$ cat config.mk
export PLATFORM = sky130hd
export DESIGN_NAME = mxu_exec_unit
export DESIGN_NICKNAME = d
export VERILOG_FILES = /design/src/common/mxu_pkg.sv /design/src/common/mxu_core_if.sv /design/src/verilog/mxu_alu.sv /design/src/verilog/mxu_exec_unit.sv /design/src/verilog/mxu_flow.sv
export SDC_FILE = /design/constraint.sdc
export NUM_CORES = 1
export LEC_CHECK = 0
export ABC_CLOCK_PERIOD_IN_PS = 6250
export BUFFER_PORTS_ARGS = -buffer_cell sky130_fd_sc_hd__clkbuf_2
export CAP_MARGIN = 20
export CORE_UTILIZATION = 45
export CTS_CLUSTER_SIZE = 10
export DETAILED_ROUTE_END_ITERATION = 16
export PLACE_DENSITY = 0.68
export SLEW_MARGIN = 0
export SYNTH_ARGS = -nofsm -noshare
export SYNTH_HDL_FRONTEND = slang
export SYNTH_SLANG_ARGS = --single-unit
$ cat constraint.sdc
create_clock -name clock_in -period 6.25 [get_ports clock_in]
set_input_delay 1.5625 -clock clock_in [delete_from_list [all_inputs] [get_ports clock_in]]
set_output_delay 1.5625 -clock clock_in [all_outputs]
set_load 0.02 [all_outputs]
$ cat src/common/mxu_pkg.sv
// Constants, operation codes and ALU functions of the execute unit
// ************************
// Function
// - Destination bit 0 writes the accumulator, 1 writes the file register.
// - The file register operand is a 6-bit direct address, 00h to 3Fh.
// - Add with carry sums register, accumulator and carry; sets C, DC, Z.
// - Addition with register or 8-bit immediate; updates C, DC, Z.
// - AND with register or immediate updates only the zero flag.
// - Bank select copies a 2-bit immediate into the bank bits, one cycle.
// - Bit clear and bit set force one register bit, no flags, one cycle.
// - Test-skip-if-clear discards the fetched next instruction if bit is 0.
// - Test-skip-if-set discards the fetched next instruction if bit is 1.
// - Skips take 1 cycle, 2 when skipping, 3 over a two-word instruction.
// - Near call pushes PC+1, loads 10-bit target plus page bits, 2 cycles.
// - Near jump loads 10-bit target plus page bits, no push, 2 cycles.
// - Far call pushes PC+1, loads 12-bit target, updates page, 3 cycles.
// - Far jump loads 12-bit target, updates page bits, no push, 3 cycles.
// - Accumulator or register clear writes 00h and sets the zero flag.
// - Watchdog clear zeroes counter, prescaler if assigned, sets both flags.
// - Complement inverts the register, writes destination, updates only Z.
// - Decimal adjust after addition fixes the accumulator, updates only C.
// - Decimal adjust after subtraction fixes the accumulator, no flags.
// - Increment and decrement write destination, update only Z, one cycle.
// - Skip forms of increment and decrement change no flag, skip on zero.
// - Software interrupt pushes PC+1 and jumps to vector 002h, no flags.
// ************************
package mxu_pkg;

  localparam int DATA_W  = 8;
  localparam int RADDR_W = 6;
  localparam int PC_W    = 12;
  localparam int NEAR_W  = 10;
  localparam int PAGE_W  = 2;
  localparam int BANK_W  = 2;
  localparam int NIB_W   = 4;

  localparam logic [PC_W-1:0]   SWI_VECTOR = 12'h002;
  localparam logic [PC_W-1:0]   PC_RESET   = 12'h000;
  localparam logic [DATA_W-1:0] ZERO_BYTE  = 8'h00;
  localparam logic [DATA_W-1:0] ONE_BYTE   = 8'h01;
  localparam logic [NIB_W-1:0]  BCD_MAX    = 4'h9;
  localparam logic [NIB_W-1:0]  BCD_FIX    = 4'h6;

  // Extra cycles after the issue cycle
  localparam logic [1:0] EXTRA_NONE = 2'h0;
  localparam logic [1:0] EXTRA_ONE  = 2'h1;
  localparam logic [1:0] EXTRA_TWO  = 2'h2;

  typedef enum logic [4:0] {
    OP_NOP, OP_ADD_REG_WITH_CARRY, OP_ADD_ACC_REG, OP_ADD_ACC_IMM,
    OP_AND_ACC_REG, OP_AND_ACC_IMM, OP_BANK_SELECT, OP_BIT_CLEAR,
    OP_BIT_SET, OP_TEST_SKIP_IF_CLEAR, OP_TEST_SKIP_IF_SET, OP_NEAR_CALL,
    OP_NEAR_JUMP, OP_FAR_CALL, OP_FAR_JUMP, OP_CLEAR_ACCUMULATOR,
    OP_CLEAR_REGISTER, OP_WATCHDOG_CLEAR, OP_COMPLEMENT,
    OP_DECIMAL_ADJUST_ADD, OP_DECIMAL_ADJUST_SUB, OP_DECREMENT,
    OP_DECREMENT_SKIP_ZERO, OP_INCREMENT, OP_INCREMENT_SKIP_ZERO,
    OP_SOFTWARE_IRQ
  } mxu_op_e;

  typedef enum logic [2:0] {
    FN_ADD, FN_AND, FN_COM, FN_INC, FN_DEC, FN_DA_ADD, FN_DA_SUB, FN_PASS
  } mxu_fn_e;

endpackage

$ cat src/common/mxu_core_if.sv
// Internal carrier between the execute core, its ALU and its cycle counter
`timescale 1ns/1ps
interface mxu_core_if;
  import mxu_pkg::*;
  logic [DATA_W-1:0] alu_a;
  logic [DATA_W-1:0] alu_b;
  logic              alu_carry;
  logic              alu_dcarry;
  mxu_fn_e           alu_fn;
  logic [DATA_W-1:0] alu_res;
  logic              alu_carry_res;
  logic              alu_dcarry_res;
  logic              flow_start;
  logic [1:0]        flow_extra;
  logic              flow_skip;
  logic              flow_busy;
  logic              flow_discard;

  modport alu (input alu_a, alu_b, alu_carry, alu_dcarry, alu_fn,
               output alu_res, alu_carry_res, alu_dcarry_res);
  modport flow (input flow_start, flow_extra, flow_skip,
                output flow_busy, flow_discard);
  modport core (output alu_a, alu_b, alu_carry, alu_dcarry, alu_fn,
                input alu_res, alu_carry_res, alu_dcarry_res,
                output flow_start, flow_extra, flow_skip,
                input flow_busy, flow_discard);
endinterface

$ cat src/verilog/mxu_alu.sv
// Combinational 8-bit ALU with nibble carry and decimal adjust
`timescale 1ns/1ps
module mxu_alu (
  // Operands and results
  mxu_core_if.alu alu_io
);
  import mxu_pkg::*;

  logic [NIB_W:0]    low_sum;
  logic [DATA_W:0]   full_sum;
  logic [NIB_W-1:0]  lo_nib;
  logic [NIB_W-1:0]  hi_nib;
  logic              fix_lo_add;
  logic              fix_hi_add;
  logic              fix_lo_sub;
  logic              fix_hi_sub;
  logic [NIB_W-1:0]  da_lo;
  logic [NIB_W-1:0]  da_hi;

  // Nibble carry taken from the low half of the same sum
  assign low_sum  = {1'b0, alu_io.alu_a[NIB_W-1:0]}
                  + {1'b0, alu_io.alu_b[NIB_W-1:0]}
                  + {{NIB_W{1'b0}}, alu_io.alu_carry};
  assign full_sum = {1'b0, alu_io.alu_a} + {1'b0, alu_io.alu_b}
                  + {{DATA_W{1'b0}}, alu_io.alu_carry};

  assign lo_nib     = alu_io.alu_a[NIB_W-1:0];
  assign hi_nib     = alu_io.alu_a[DATA_W-1:NIB_W];
  assign fix_lo_add = alu_io.alu_dcarry | (lo_nib > BCD_MAX);
  assign fix_hi_add = alu_io.alu_carry | (hi_nib > BCD_MAX)
                    | ((hi_nib == BCD_MAX) & fix_lo_add & (lo_nib > BCD_MAX));
  assign fix_lo_sub = ~alu_io.alu_dcarry | (lo_nib > BCD_MAX);
  assign fix_hi_sub = ~alu_io.alu_carry | (hi_nib > BCD_MAX);
  assign da_lo = (alu_io.alu_fn == FN_DA_SUB)
               ? lo_nib - (fix_lo_sub ? BCD_FIX : 4'h0)
               : lo_nib + (fix_lo_add ? BCD_FIX : 4'h0);
  assign da_hi = (alu_io.alu_fn == FN_DA_SUB)
               ? hi_nib - (fix_hi_sub ? BCD_FIX : 4'h0)
                 - {3'h0, fix_lo_sub & (lo_nib < BCD_FIX)}
               : hi_nib + (fix_hi_add ? BCD_FIX : 4'h0)
                 + {3'h0, fix_lo_add & (lo_nib > BCD_MAX)};

  always_comb begin
    alu_io.alu_res        = alu_io.alu_a;
    alu_io.alu_carry_res  = alu_io.alu_carry;
    alu_io.alu_dcarry_res = alu_io.alu_dcarry;
    unique case (alu_io.alu_fn)
      FN_ADD: begin
        alu_io.alu_res        = full_sum[DATA_W-1:0];
        alu_io.alu_carry_res  = full_sum[DATA_W];
        alu_io.alu_dcarry_res = low_sum[NIB_W];
      end
      FN_AND:    alu_io.alu_res = alu_io.alu_a & alu_io.alu_b;
      FN_COM:    alu_io.alu_res = ~alu_io.alu_b;
      FN_INC:    alu_io.alu_res = alu_io.alu_b + ONE_BYTE;
      FN_DEC:    alu_io.alu_res = alu_io.alu_b - ONE_BYTE;
      FN_DA_ADD: begin
        alu_io.alu_res       = {da_hi, da_lo};
        alu_io.alu_carry_res = alu_io.alu_carry | fix_hi_add;
      end
      FN_DA_SUB: alu_io.alu_res = {da_hi, da_lo};
      FN_PASS:   alu_io.alu_res = alu_io.alu_b;
    endcase
  end
endmodule

$ cat src/verilog/mxu_exec_unit.sv
// Execute stage of the 8-bit accumulator core
`timescale 1ns/1ps
module mxu_exec_unit (
  // Clock and reset
  input  wire logic                         clock_in,
  input  wire logic                         reset_in,
  // Instruction issue
  input  wire logic                         instr_valid_in,
  input  wire mxu_pkg::mxu_op_e             op_in,
  input  wire logic [mxu_pkg::RADDR_W-1:0]  reg_addr_in,
  input  wire logic                         dest_in,
  input  wire logic [2:0]                   bit_sel_in,
  input  wire logic [mxu_pkg::PC_W-1:0]     imm_in,
  input  wire logic                         next_two_word_in,
  output      logic                         ready_out,
  output      logic                         discard_out,
  // File register access
  output      logic [mxu_pkg::RADDR_W-1:0]  file_raddr_out,
  input  wire logic [mxu_pkg::DATA_W-1:0]   file_rdata_in,
  output      logic                         file_we_out,
  output      logic [mxu_pkg::RADDR_W-1:0]  file_waddr_out,
  output      logic [mxu_pkg::DATA_W-1:0]   file_wdata_out,
  // Core state
  output      logic [mxu_pkg::DATA_W-1:0]   accumulator_out,
  output      logic                         carry_flag_out,
  output      logic                         digit_carry_flag_out,
  output      logic                         zero_flag_out,
  output      logic [mxu_pkg::BANK_W-1:0]   bank_select_bits_out,
  output      logic [mxu_pkg::PAGE_W-1:0]   page_buffer_out,
  output      logic [mxu_pkg::PC_W-1:0]     pc_out,
  // Stack
  output      logic                         stack_push_out,
  output      logic [mxu_pkg::PC_W-1:0]     stack_data_out,
  // Watchdog
  input  wire logic                         prescaler_to_watchdog_in,
  output      logic                         watchdog_counter_clear_out,
  output      logic                         prescaler_clear_out,
  output      logic                         timeout_flag_n_out,
  output      logic                         powerdown_flag_n_out
);
  import mxu_pkg::*;

  // ************************
  // Internal state
  // ************************
  logic [DATA_W-1:0]  accumulator;
  logic               carry_flag;
  logic               digit_carry_flag;
  logic               zero_flag;
  logic [BANK_W-1:0]  bank_select_bits;
  logic [PAGE_W-1:0]  page_buffer;
  logic [PC_W-1:0]    pc;
  logic               wr_pending;
  logic [RADDR_W-1:0] wr_addr;
  logic [DATA_W-1:0]  wr_data;
  logic               timeout_flag_n;
  logic               powerdown_flag_n;
  logic               push_pulse;
  logic [PC_W-1:0]    push_data;
  logic               wdt_pulse;
  logic               pre_pulse;

  mxu_core_if core_bus ();

  mxu_alu u_alu (
    .alu_io (core_bus.alu)
  );

  mxu_flow u_flow (
    .clock_in (clock_in),
    .reset_in (reset_in),
    .flow_io  (core_bus.flow)
  );

  // ************************
  // Issue and operation decode
  // ************************
  wire take = instr_valid_in & ~core_bus.flow_busy;

  wire is_adc    = (op_in == OP_ADD_REG_WITH_CARRY);
  wire is_add_r  = (op_in == OP_ADD_ACC_REG);
  wire is_add_i  = (op_in == OP_ADD_ACC_IMM);
  wire is_and_r  = (op_in == OP_AND_ACC_REG);
  wire is_and_i  = (op_in == OP_AND_ACC_IMM);
  wire is_bank   = (op_in == OP_BANK_SELECT);
  wire is_bclr   = (op_in == OP_BIT_CLEAR);
  wire is_bset   = (op_in == OP_BIT_SET);
  wire is_tsc    = (op_in == OP_TEST_SKIP_IF_CLEAR);
  wire is_tss    = (op_in == OP_TEST_SKIP_IF_SET);
  wire is_ncall  = (op_in == OP_NEAR_CALL);
  wire is_njmp   = (op_in == OP_NEAR_JUMP);
  wire is_far_call_op  = (op_in == OP_FAR_CALL);
  wire is_fjmp   = (op_in == OP_FAR_JUMP);
  wire is_clear_accumulator_op   = (op_in == OP_CLEAR_ACCUMULATOR);
  wire is_clear_register_op   = (op_in == OP_CLEAR_REGISTER);
  wire is_wdtc   = (op_in == OP_WATCHDOG_CLEAR);
  wire is_com    = (op_in == OP_COMPLEMENT);
  wire is_daa    = (op_in == OP_DECIMAL_ADJUST_ADD);
  wire is_das    = (op_in == OP_DECIMAL_ADJUST_SUB);
  wire is_dec    = (op_in == OP_DECREMENT);
  wire is_decsz  = (op_in == OP_DECREMENT_SKIP_ZERO);
  wire is_inc    = (op_in == OP_INCREMENT);
  wire is_incsz  = (op_in == OP_INCREMENT_SKIP_ZERO);
  wire is_swi    = (op_in == OP_SOFTWARE_IRQ);

  // Operation groups
  wire is_add_any = is_adc | is_add_r | is_add_i;
  wire is_and_any = is_and_r | is_and_i;
  wire is_imm_op  = is_add_i | is_and_i;
  wire is_step    = is_inc | is_dec | is_incsz | is_decsz;
  wire is_da      = is_daa | is_das;
  wire is_bit_wr  = is_bclr | is_bset;
  wire is_near    = is_ncall | is_njmp;
  wire is_far     = is_far_call_op | is_fjmp;
  wire is_push    = is_ncall | is_far_call_op | is_swi;
  wire has_dest   = is_adc | is_add_r | is_and_r | is_com | is_step;

  // ************************
  // File register read with bypass of the pending write
  // ************************
  assign file_raddr_out = reg_addr_in;
  wire   bypass         = wr_pending & (wr_addr == reg_addr_in);
  wire [DATA_W-1:0] reg_val = bypass ? wr_data : file_rdata_in;

  // ************************
  // ALU operand and function selection
  // ************************
  wire [DATA_W-1:0] imm_byte = imm_in[DATA_W-1:0];

  assign core_bus.alu_a = accumulator;
  assign core_bus.alu_b = is_imm_op ? imm_byte : reg_val;
  // Plain addition adds with a forced zero carry
  assign core_bus.alu_carry  = (is_adc | is_da) ? carry_flag : 1'b0;
  assign core_bus.alu_dcarry = digit_carry_flag;
  assign core_bus.alu_fn = is_add_any ? FN_ADD
                         : is_and_any ? FN_AND
                         : is_com     ? FN_COM
                         : (is_inc | is_incsz) ? FN_INC
                         : (is_dec | is_decsz) ? FN_DEC
                         : is_daa     ? FN_DA_ADD
                         : is_das     ? FN_DA_SUB
                         : FN_PASS;

  wire [DATA_W-1:0] alu_res  = core_bus.alu_res;
  wire              res_zero = (alu_res == ZERO_BYTE);

  // ************************
  // Bit operations and skip conditions
  // ************************
  wire [DATA_W-1:0] bit_mask = ONE_BYTE << bit_sel_in;
  wire              bit_val  = |(reg_val & bit_mask);
  wire [DATA_W-1:0] bit_res  = is_bset ? (reg_val | bit_mask)
                                       : (reg_val & ~bit_mask);

  wire skip_tsc  = is_tsc & ~bit_val;
  wire skip_tss  = is_tss & bit_val;
  wire skip_step = (is_incsz | is_decsz) & res_zero;
  wire do_skip   = skip_tsc | skip_tss | skip_step;

  // ************************
  // Destination and write-back selection
  // ************************
  wire to_file = (has_dest & dest_in) | is_bit_wr | is_clear_register_op;
  wire to_acc  = (has_dest & ~dest_in) | is_imm_op | is_clear_accumulator_op
               | is_da;
  wire [DATA_W-1:0] wb_data = is_bit_wr ? bit_res
                            : (is_clear_accumulator_op | is_clear_register_op) ? ZERO_BYTE
                            : alu_res;

  // ************************
  // Flag update enables
  // ************************
  wire upd_c   = is_add_any | is_daa;
  wire upd_dc  = is_add_any;
  wire upd_z   = is_add_any | is_and_any | is_com | is_inc | is_dec;
  wire force_z = is_clear_accumulator_op | is_clear_register_op;

  // ************************
  // Program flow targets
  // ************************
  wire [PC_W-1:0] pc_inc      = pc + {{(PC_W-1){1'b0}}, 1'b1};
  wire [PC_W-1:0] near_target = {page_buffer, imm_in[NEAR_W-1:0]};
  wire [PC_W-1:0] far_target  = imm_in;
  wire [PC_W-1:0] next_pc =
      is_near ? near_target
    : is_far  ? far_target
    : is_swi  ? SWI_VECTOR
    : pc_inc;

  // A skip over a two-word instruction discards both of its words
  wire [1:0] extra =
      is_far                   ? EXTRA_TWO
    : (is_near | is_swi)       ? EXTRA_ONE
    : (do_skip & next_two_word_in) ? EXTRA_TWO
    : do_skip                  ? EXTRA_ONE
    : EXTRA_NONE;

  assign core_bus.flow_start = take;
  assign core_bus.flow_extra = extra;
  assign core_bus.flow_skip  = do_skip;

  // ************************
  // Accumulator and flags
  // ************************
  always_ff @(posedge clock_in) begin
    if (reset_in) begin
      accumulator <= ZERO_BYTE;
    end else if (take & to_acc) begin
      accumulator <= wb_data;
    end
  end

  always_ff @(posedge clock_in) begin
    if (reset_in) begin
      carry_flag       <= 1'b0;
      digit_carry_flag <= 1'b0;
      zero_flag        <= 1'b0;
    end else if (take) begin
      if (upd_c) begin
        carry_flag <= core_bus.alu_carry_res;
      end
      if (upd_dc) begin
        digit_carry_flag <= core_bus.alu_dcarry_res;
      end
      if (force_z) begin
        zero_flag <= 1'b1;
      end else if (upd_z) begin
        zero_flag <= res_zero;
      end
    end
  end

  // ************************
  // Bank and page selection
  // ************************
  always_ff @(posedge clock_in) begin
    if (reset_in) begin
      bank_select_bits <= {BANK_W{1'b0}};
    end else if (take & is_bank) begin
      bank_select_bits <= imm_in[BANK_W-1:0];
    end
  end

  always_ff @(posedge clock_in) begin
    if (reset_in) begin
      page_buffer <= {PAGE_W{1'b0}};
    end else if (take & is_far) begin
      page_buffer <= imm_in[PC_W-1:NEAR_W];
    end
  end

  // ************************
  // File register write-back, issued the cycle after execute
  // ************************
  always_ff @(posedge clock_in) begin
    if (reset_in) begin
      wr_pending <= 1'b0;
      wr_addr    <= {RADDR_W{1'b0}};
      wr_data    <= ZERO_BYTE;
    end else begin
      wr_pending <= take & to_file;
      if (take & to_file) begin
        wr_addr <= reg_addr_in;
        wr_data <= wb_data;
      end
    end
  end

  // ************************
  // Program counter and stack push
  // ************************
  // Discarded words still occupy program addresses, so a skip advances
  always_ff @(posedge clock_in) begin
    if (reset_in) begin
      pc <= PC_RESET;
    end else if (take) begin
      pc <= next_pc;
    end else if (core_bus.flow_discard) begin
      pc <= pc_inc;
    end
  end

  always_ff @(posedge clock_in) begin
    if (reset_in) begin
      push_pulse <= 1'b0;
      push_data  <= PC_RESET;
    end else begin
      push_pulse <= take & is_push;
      if (take & is_push) begin
        push_data <= pc_inc;
      end
    end
  end

  // ************************
  // Watchdog clear
  // ************************
  always_ff @(posedge clock_in) begin
    if (reset_in) begin
      wdt_pulse        <= 1'b0;
      pre_pulse        <= 1'b0;
      timeout_flag_n   <= 1'b1;
      powerdown_flag_n <= 1'b1;
    end else begin
      wdt_pulse <= take & is_wdtc;
      pre_pulse <= take & is_wdtc & prescaler_to_watchdog_in;
      if (take & is_wdtc) begin
        timeout_flag_n   <= 1'b1;
        powerdown_flag_n <= 1'b1;
      end
    end
  end

  // ************************
  // Outputs
  // ************************
  assign ready_out                  = ~core_bus.flow_busy;
  assign discard_out                = core_bus.flow_busy;
  assign file_we_out                = wr_pending;
  assign file_waddr_out             = wr_addr;
  assign file_wdata_out             = wr_data;
  assign accumulator_out            = accumulator;
  assign carry_flag_out             = carry_flag;
  assign digit_carry_flag_out       = digit_carry_flag;
  assign zero_flag_out              = zero_flag;
  assign bank_select_bits_out       = bank_select_bits;
  assign page_buffer_out            = page_buffer;
  assign pc_out                     = pc;
  assign stack_push_out             = push_pulse;
  assign stack_data_out             = push_data;
  assign watchdog_counter_clear_out = wdt_pulse;
  assign prescaler_clear_out        = pre_pulse;
  assign timeout_flag_n_out         = timeout_flag_n;
  assign powerdown_flag_n_out       = powerdown_flag_n;

endmodule

$ cat src/verilog/mxu_flow.sv
// Extra-cycle counter for branches and skips
`timescale 1ns/1ps
module mxu_flow (
  // Clock and reset
  input wire logic clock_in,
  input wire logic reset_in,
  // Issue and stall
  mxu_core_if.flow flow_io
);
  import mxu_pkg::*;

  logic [1:0] remain;
  logic       skipping;

  always_ff @(posedge clock_in) begin
    if (reset_in) begin
      remain   <= EXTRA_NONE;
      skipping <= 1'b0;
    end else if (flow_io.flow_start) begin
      remain   <= flow_io.flow_extra;
      skipping <= flow_io.flow_skip;
    end else if (remain != EXTRA_NONE) begin
      remain   <= remain - EXTRA_ONE;
    end
  end

  assign flow_io.flow_busy    = (remain != EXTRA_NONE);
  assign flow_io.flow_discard = flow_io.flow_busy & skipping;
endmodule
==> flow_metrics.py, run 1 <==
metrics = {
    "cells_and_area": {
        "layout-drive-gt1-share": 0.197,
        "n_antenna_cell": 0,
        "finalNetCount": 843,
        "final.fill_count": 1065,
        "synthToLayoutAreaGrowth_pct": 17.5,
    },
    "synthesis": {
        "synth_warnings": 0,
        "synthTopCellsByArea": "dfxtp_1 23%, nor2_1 6.9%, a21oi_1 6.7%, ha_1 6.6%, a211oi_1 3.7%",
        "synth_area_um2": 5130,
        "synth_top_family_by_area": "compound AO/OA/AOI/OAI gates",
        "yosys.area_share.adder": 0.0853,
        "synth_compound_area_frac": 0.274,
        "synthMuxAreaShare": 0.0417,
        "synth.largest_area_cell": "dfxtp_1",
        "syn_inst": 687,
        "synth_commonest_cells": "94 x nor2_1, 69 x a21oi_1, 60 x dfxtp_1",
        "ys_ff_latch": 60,
        "async_flop_share": 0,
        "ys_seq_area_frac": 0.234,
        "synthSimpleGateAreaFrac": 0.236,
        "synth_edf_count": 0,
        "synth.avg_cell_area_um2": 7.47,
        "synth_top_flop_cell": "dfxtp_1",
        "synth_xor_xnor_area_share": 0.0614,
        "yosys.cell_types.count": 74,
        "synth_top_area_frac": 0.234,
        "synthMostInstantiatedCell": "nor2_1",
    },
    "power_and_ir_drop": {
        "power_per_cell_area_nw_per_um2": 280,
        "ir_drop_v": 0.000226,
        "leakage_nw": 2.51,
    },
    "worst_setup_path": {
        "cpPeakStageDelay_ns": 0.66,
        "cp.arrival_ns": 5.77,
        "cp-end-kind": "flop",
        "worstSetupPathType": "primary input to flop",
        "crit_fanout": 15,
        "crit_path_top_delay_cell": "nor2b_1",
        "path_cells": "clkbuf_2 > nor2b_1 > a22o_1 > and3_1 > inv_1 > fa_1 > fa_1 > o21ai_0 > a21oi_1 > xnor2_1 > o32a_1 > nor4_2 > o2111ai_1 > o311ai_1 > nor3b_2",
        "start_kind": "primary input",
        "crit_top_cell": "fa_1",
        "worstPathRequired_ns": 6.52,
    },
    "min_path": {
        "hp-class": "flop to flop",
    },
    "global_route": {
        "grt.overflow.total": 0,
        "grt_max_degree": 61,
        "grt_pass1_vias": 5095,
        "grt_first_pass_wirelength_um": 27100,
        "antenna_found_initial": 0,
        "groute.usage.overall": 0.303,
    },
    "status": {
        "status": "finished, final reports clean",
    },
    "sta": {
        "period_share": 0.879,
        "period_minus_slack_ns": 5.50,
        "relSlewSlack": 0.424,
        "rsz0062_at_grt": "no",
        "setup_tns_ns": 0,
        "setup_viol": 0,
        "fin_worst_skew_ns": 0.0115,
        "whs_ns": 0.482,
        "fmax_mhz": 182,
        "slew_violations": 0,
        "worst_pin_slew_ns": 0.861,
        "hold_viol_final": 0,
    },
    "die": {
        "chipHeight_um": 109,
        "start_util": 0.467,
        "rows": 38,
        "io_pins": 107,
        "core_area_um2": 11000,
        "die_w_um": 109,
        "die_area_um2": 11800,
    },
    "detailed_routing": {
        "first_pass_iters": 6,
        "ant_nets": 0,
        "route.detailed.drc": 0,
        "routed_wl_um": 17300,
        "drt-initial-drc-count": 442,
        "vias": 5607,
        "vias_per_cell": 6.13,
        "avgRoutedWirePerCell_um": 18.9,
    },
    "clock_network": {
        "cts_setup_buffers": 0,
        "ctsHoldBuffers": 0,
        "post_cts_resized": 0,
        "clk_latency_ns": 0.34,
        "tritoncts": "built",
        "root_buffer": "clkbuf_16",
        "clock-sinks": 60,
        "cts_made_buffers": 9,
        "path_clk_slew_ns": 0.06,
        "clock_path_buffers": 2,
        "htree_levels": 3,
    },
    "placement": {
        "routabilityCongestion": 1.00,
        "dp_hpwl_um": 13400,
        "io_buffers": 104,
    },
    "flow_run": {
        "cap_viol_max_count": 0,
    },
}
critical path: cells and delay by family:
kind / cells / cell delay (ns)
AO/OA/AOI/OAI: 6 / 1.43
XOR/XNOR: 1 / 0.16
adder cells (fa/ha/maj): 2 / 0.83
buffers and inverters: 2 / 0.37
AND/OR/NAND/NOR: 4 / 1.40
layer usage:
layer	GRT usage	up-vias	wire length, um
li1	-	2675	-
met1	0.429	2630	7930
met2	0.448	273	7540
met3	0.0592	29	1430
met4	0.120	0	405
met5	0	-	0
state kept, by name, indices dropped and copies added (netlist names), 2 cells and up:
name and cells:
file_wdata_out 8, accumulator_out 8, stack_data_out 12, bank_select_bits_out 2, page_buffer_out 2, file_waddr_out 6
pc_out 12, u_flow.remain 2
stage by stage:
step | setup WS [ns] | power (mW) | util | std cells | cell area [um^2]
CTS | 0.802 | 1.69 | 0.549 | 915 | 6030
global placement | 0.635 | 1.13 | 0.520 | 900 | 5710
global route | 0.361 | 1.78 | 0.549 | 915 | 6030
detailed placement | 0.484 | 1.14 | 0.520 | 900 | 5710
finish | 0.754 | 1.69 | 0.549 | 915 | 6030
floorplan | 1.22 | 0.946 | - | 688 | 5130
kinds of logic after synthesis:
group,count (synthesis)
flops,60
simple gates,245
xor+xnor,36
other cells,1
compound gates,214
fa+ha+maj,32
buf+inv,79
mux,20
area by class of cell:
type | instances | area (um^2) | share of cell area
multi-input cells | 549 | 3590 | 0.595
flip-flops and latches | 60 | 1200 | 0.199
repair buffers | 117 | 618 | 0.103
clock buffers | 11 | 243 | 0.0403
well taps | 140 | 175 | 0.0291
inverters | 34 | 128 | 0.0212
clock inverters | 4 | 73.8 | 0.0122
path summary, 6_finish.rpt:
path	slack, ns	cells after the start	to	startpoint
worst min-delay path	0.48	2	stack_data_out[8]	stack_data_out[8]
worst min register to register	0.48	2	stack_data_out[8]	stack_data_out[8]
worst max-delay path	0.75	15	zero_flag_out	op_in[2]
worst max register to register	1.75	16	zero_flag_out	file_waddr_out[5]
power breakdown:
part	internal, mW	switching, mW	leakage, nW
clock network	0.358	0.192	0.156
logic	0.236	0.406	1.87
registers	0.432	0.0631	0.488
layout by cell type (no fill, tap or decap), types with 12 or more instances in the layout:
| cell | count |
|---|---|
| inv_1 | 34 |
| nor3_1 | 21 |
| nand2_1 | 42 |
| o21ai_0 | 33 |
| xnor2_1 | 21 |
| ha_1 | 27 |
| clkbuf_2 | 104 |
| buf_4 | 13 |
| dfxtp_1 | 60 |
| mux2i_1 | 18 |
| o22ai_1 | 12 |
| nand3_1 | 20 |
| xor2_1 | 15 |
| a21oi_1 | 69 |
| a211oi_1 | 25 |
| nor2_1 | 94 |
Note: power is estimated with default switching activity, not from simulation.
==> inputs of run 2 (changes only) <==
--- a/config.mk
+++ b/config.mk
@@ -8,11 +8,13 @@
 export ABC_CLOCK_PERIOD_IN_PS = 6250
 export BUFFER_PORTS_ARGS = -buffer_cell sky130_fd_sc_hd__clkbuf_2
 export CAP_MARGIN = 20
+export CORE_ASPECT_RATIO = 1.1
 export CORE_UTILIZATION = 45
 export CTS_CLUSTER_SIZE = 10
 export DETAILED_ROUTE_END_ITERATION = 16
-export PLACE_DENSITY = 0.68
+export PLACE_DENSITY = 0.67
 export SLEW_MARGIN = 0
 export SYNTH_ARGS = -nofsm -noshare
 export SYNTH_HDL_FRONTEND = slang
+export SYNTH_HIERARCHICAL = 1
 export SYNTH_SLANG_ARGS = --single-unit
==> run 2 against run 1 <==
Sequential share of layout area down 0.85 points. Sequential cell count unchanged. Clock skew down 0.0079 ns. Setup slack worse by 0.47 ns. Highest routed layer unchanged. Die area up 2.7%. Synthesized area up 2.8%. Global-route usage down 3.5 points. Power up 0.28%.
==> flow_metrics.py, run 2 <==
metrics = {
    "flow_run": {
        "cap_viol_max_count": 0,
    },
    "synthesis": {
        "synth_area_um2": 5270,
        "synth_top_area_frac": 0.228,
        "synthMostInstantiatedCell": "nor2_1",
        "synth.avg_cell_area_um2": 7.52,
        "synth_edf_count": 0,
        "synthTopCellsByArea": "dfxtp_1 23%, a211oi_1 6.5%, nor2_1 6.5%, ha_1 6.4%, a21oi_1 4.7%",
        "syn_inst": 701,
        "synth_warnings": 6,
        "async_flop_share": 0,
        "synth.largest_area_cell": "dfxtp_1",
        "yosys.cell_types.count": 81,
        "synth_top_flop_cell": "dfxtp_1",
        "ys_seq_area_frac": 0.228,
        "synth_commonest_cells": "92 x nor2_1, 60 x dfxtp_1, 59 x nand2_1",
        "ys_ff_latch": 60,
    },
    "placement": {
        "routabilityCongestion": 0.998,
        "io_buffers": 104,
        "dp_slack_ns": -0.0249,
        "dp_hpwl_um": 12600,
    },
    "sta": {
        "fin_ws_ns": 0.281,
        "worst_pin_slew_ns": 0.671,
        "relSlewSlack": 0.551,
        "setup_viol": 0,
        "period_share": 0.955,
        "fmax_mhz": 168,
        "period_minus_slack_ns": 5.97,
        "fin_worst_skew_ns": 0.00359,
        "hold_viol_final": 0,
        "slew_violations": 0,
        "whs_ns": 0.492,
    },
    "cells_and_area": {
        "layout_commonest_cell": "clkbuf_2",
        "final.fill_count": 1110,
        "finalNetCount": 873,
        "final_core_util": 0.550,
        "synthToLayoutAreaGrowth_pct": 19.4,
        "n_antenna_cell": 0,
        "layout_common_cells": "104 x clkbuf_2, 92 x nor2_1, 60 x dfxtp_1",
        "layout-drive-gt1-share": 0.215,
    },
    "clock_network": {
        "post_cts_resized": 0,
        "clock_path_buffers": 2,
        "cts_setup_buffers": 0,
        "root_buffer": "clkbuf_16",
        "clock-sinks": 60,
        "htree_levels": 3,
        "ctsHoldBuffers": 0,
        "tritoncts": "built",
        "cts_made_buffers": 9,
        "path_clk_slew_ns": 0.05,
        "clk_latency_ns": 0.33,
    },
    "power_and_ir_drop": {
        "combPwrFrac": 0.416,
        "p_int_mw": 1.02,
        "power_frac_seq": 0.296,
        "clkPwrFrac": 0.288,
        "power_per_cell_area_nw_per_um2": 269,
        "p_sw_mw": 0.675,
        "power.total_mw": 1.69,
        "sw_frac_of_total": 0.399,
        "leakage_nw": 2.65,
        "ir_drop_v": 0.000139,
    },
    "worst_setup_path": {
        "crit_path_top_delay_cell": "or4_1",
        "path_cells": "clkbuf_2 > xnor2_1 > nand4_1 > nor4_4 > buf_4 > mux2i_1 > a21oi_1 > ha_1 > inv_2 > o21ai_2 > a2111oi_2 > nor3_1 > xnor2_1 > a221o_1 > or4_1 > nor2_1 > nand2_1 > o22a_1 > or2_1 > o31a_1 > o41ai_2 > nand3b_1 > o31ai_1",
        "crit_cells": 23,
        "crit_fanout": 4,
        "worstPathRequired_ns": 6.49,
        "reg2reg_depth": 22,
        "cp.arrival_ns": 6.21,
        "start_kind": "primary input",
        "worstSetupPathType": "primary input to flop",
        "cpPeakStageDelay_ns": 0.53,
        "cp_top_family": "simple AND/OR/NAND/NOR gates",
        "cp-end-kind": "flop",
        "path_buf_inv": 3,
        "crit_top_cell": "xnor2_1",
    },
    "global_route": {
        "grt_pass1_vias": 5067,
        "groute.usage.overall": 0.267,
        "grt.overflow.total": 0,
        "grt_max_degree": 62,
        "grt_first_pass_wirelength_um": 25700,
        "antenna_found_initial": 0,
    },
    "die": {
        "die_w_um": 105,
        "rows": 41,
        "chipHeight_um": 116,
        "io_pins": 107,
        "die_area_um2": 12200,
        "core_area_um2": 11400,
        "start_util": 0.461,
    },
    "min_path": {
        "hold_path_depth": 2,
        "hp-class": "flop to flop",
    },
    "detailed_routing": {
        "route.detailed.drc": 0,
        "vias_per_cell": 5.82,
        "avgRoutedWirePerCell_um": 16.9,
        "first_pass_iters": 5,
        "ant_nets": 0,
        "drt-initial-drc-count": 413,
        "vias": 5555,
        "routed_wl_um": 16100,
    },
    "status": {
        "status": "finished, final reports clean",
    },
}
[run 2: path summary, 6_finish.rpt]
kind,slack [ns],to,start
hold / removal,0.49,u_flow/skipping,u_flow/skipping
hold reg to reg,0.49,u_flow/skipping,u_flow/skipping
setup / recovery,0.28,u_flow/remain[0],reg_addr_in[1]
setup reg to reg,1.27,u_flow/remain[0],file_waddr_out[1]
[run 2: layout make-up]
class / count / area [um^2] / share of cell area
multi-input combinational: 552 / 3710 / 0.589
tap: 150 / 188 / 0.0298
inverter: 43 / 161 / 0.0256
timing repair buffer: 135 / 753 / 0.120
sequential: 60 / 1200 / 0.191
clock inverter: 2 / 35.0 / 0.00556
clock buffer: 13 / 250 / 0.0397
[run 2: worst min-delay path, cell delays in order (launching register included)]
cell	delay (ns)
dfxtp_1	0.32
mux2i_1	0.06
nor2_1	0.07
[run 2: power by group through the flow]
stage          Sequential [mW]  Clock, mW  Combinational [mW]
6_report                 0.501      0.487               0.704
5_1_grt                  0.508      0.510               0.778
4_1_cts                  0.500      0.494               0.699
3_5_place_dp             0.507          0               0.694
3_3_place_gp             0.504          0               0.682
2_1_floorplan            0.538          0               0.456
[run 2: cells by family after synthesis]
family / Yosys count / share of synthesized area
other: 1 / 0.000711
AO/OA/AOI/OAI: 214 / 0.281
adder cells (fa/ha/maj): 34 / 0.0868
AND/OR/NAND/NOR: 240 / 0.220
XOR/XNOR: 40 / 0.0664
multiplexers: 22 / 0.0432
buffers and inverters: 90 / 0.0747
flip-flops: 60 / 0.228
[run 2: per-stage QoR]
stage	instance area, um^2	std cells	TNS, ns
floorplan	5280	702	0
global placement	5990	940	0
detailed placement	5990	940	-0.0317
CTS	6270	955	0
global route	6300	955	-0.0140
finish	6300	955	0
[run 2: metal layers]
metal | up-vias | track usage | wire length (um)
met5 | - | 0 | 0
met4 | 0 | 0.0930 | 388
met3 | 32 | 0.0422 | 946
met2 | 212 | 0.469 | 7730
met1 | 2593 | 0.334 | 7060
li1 | 2718 | - | -
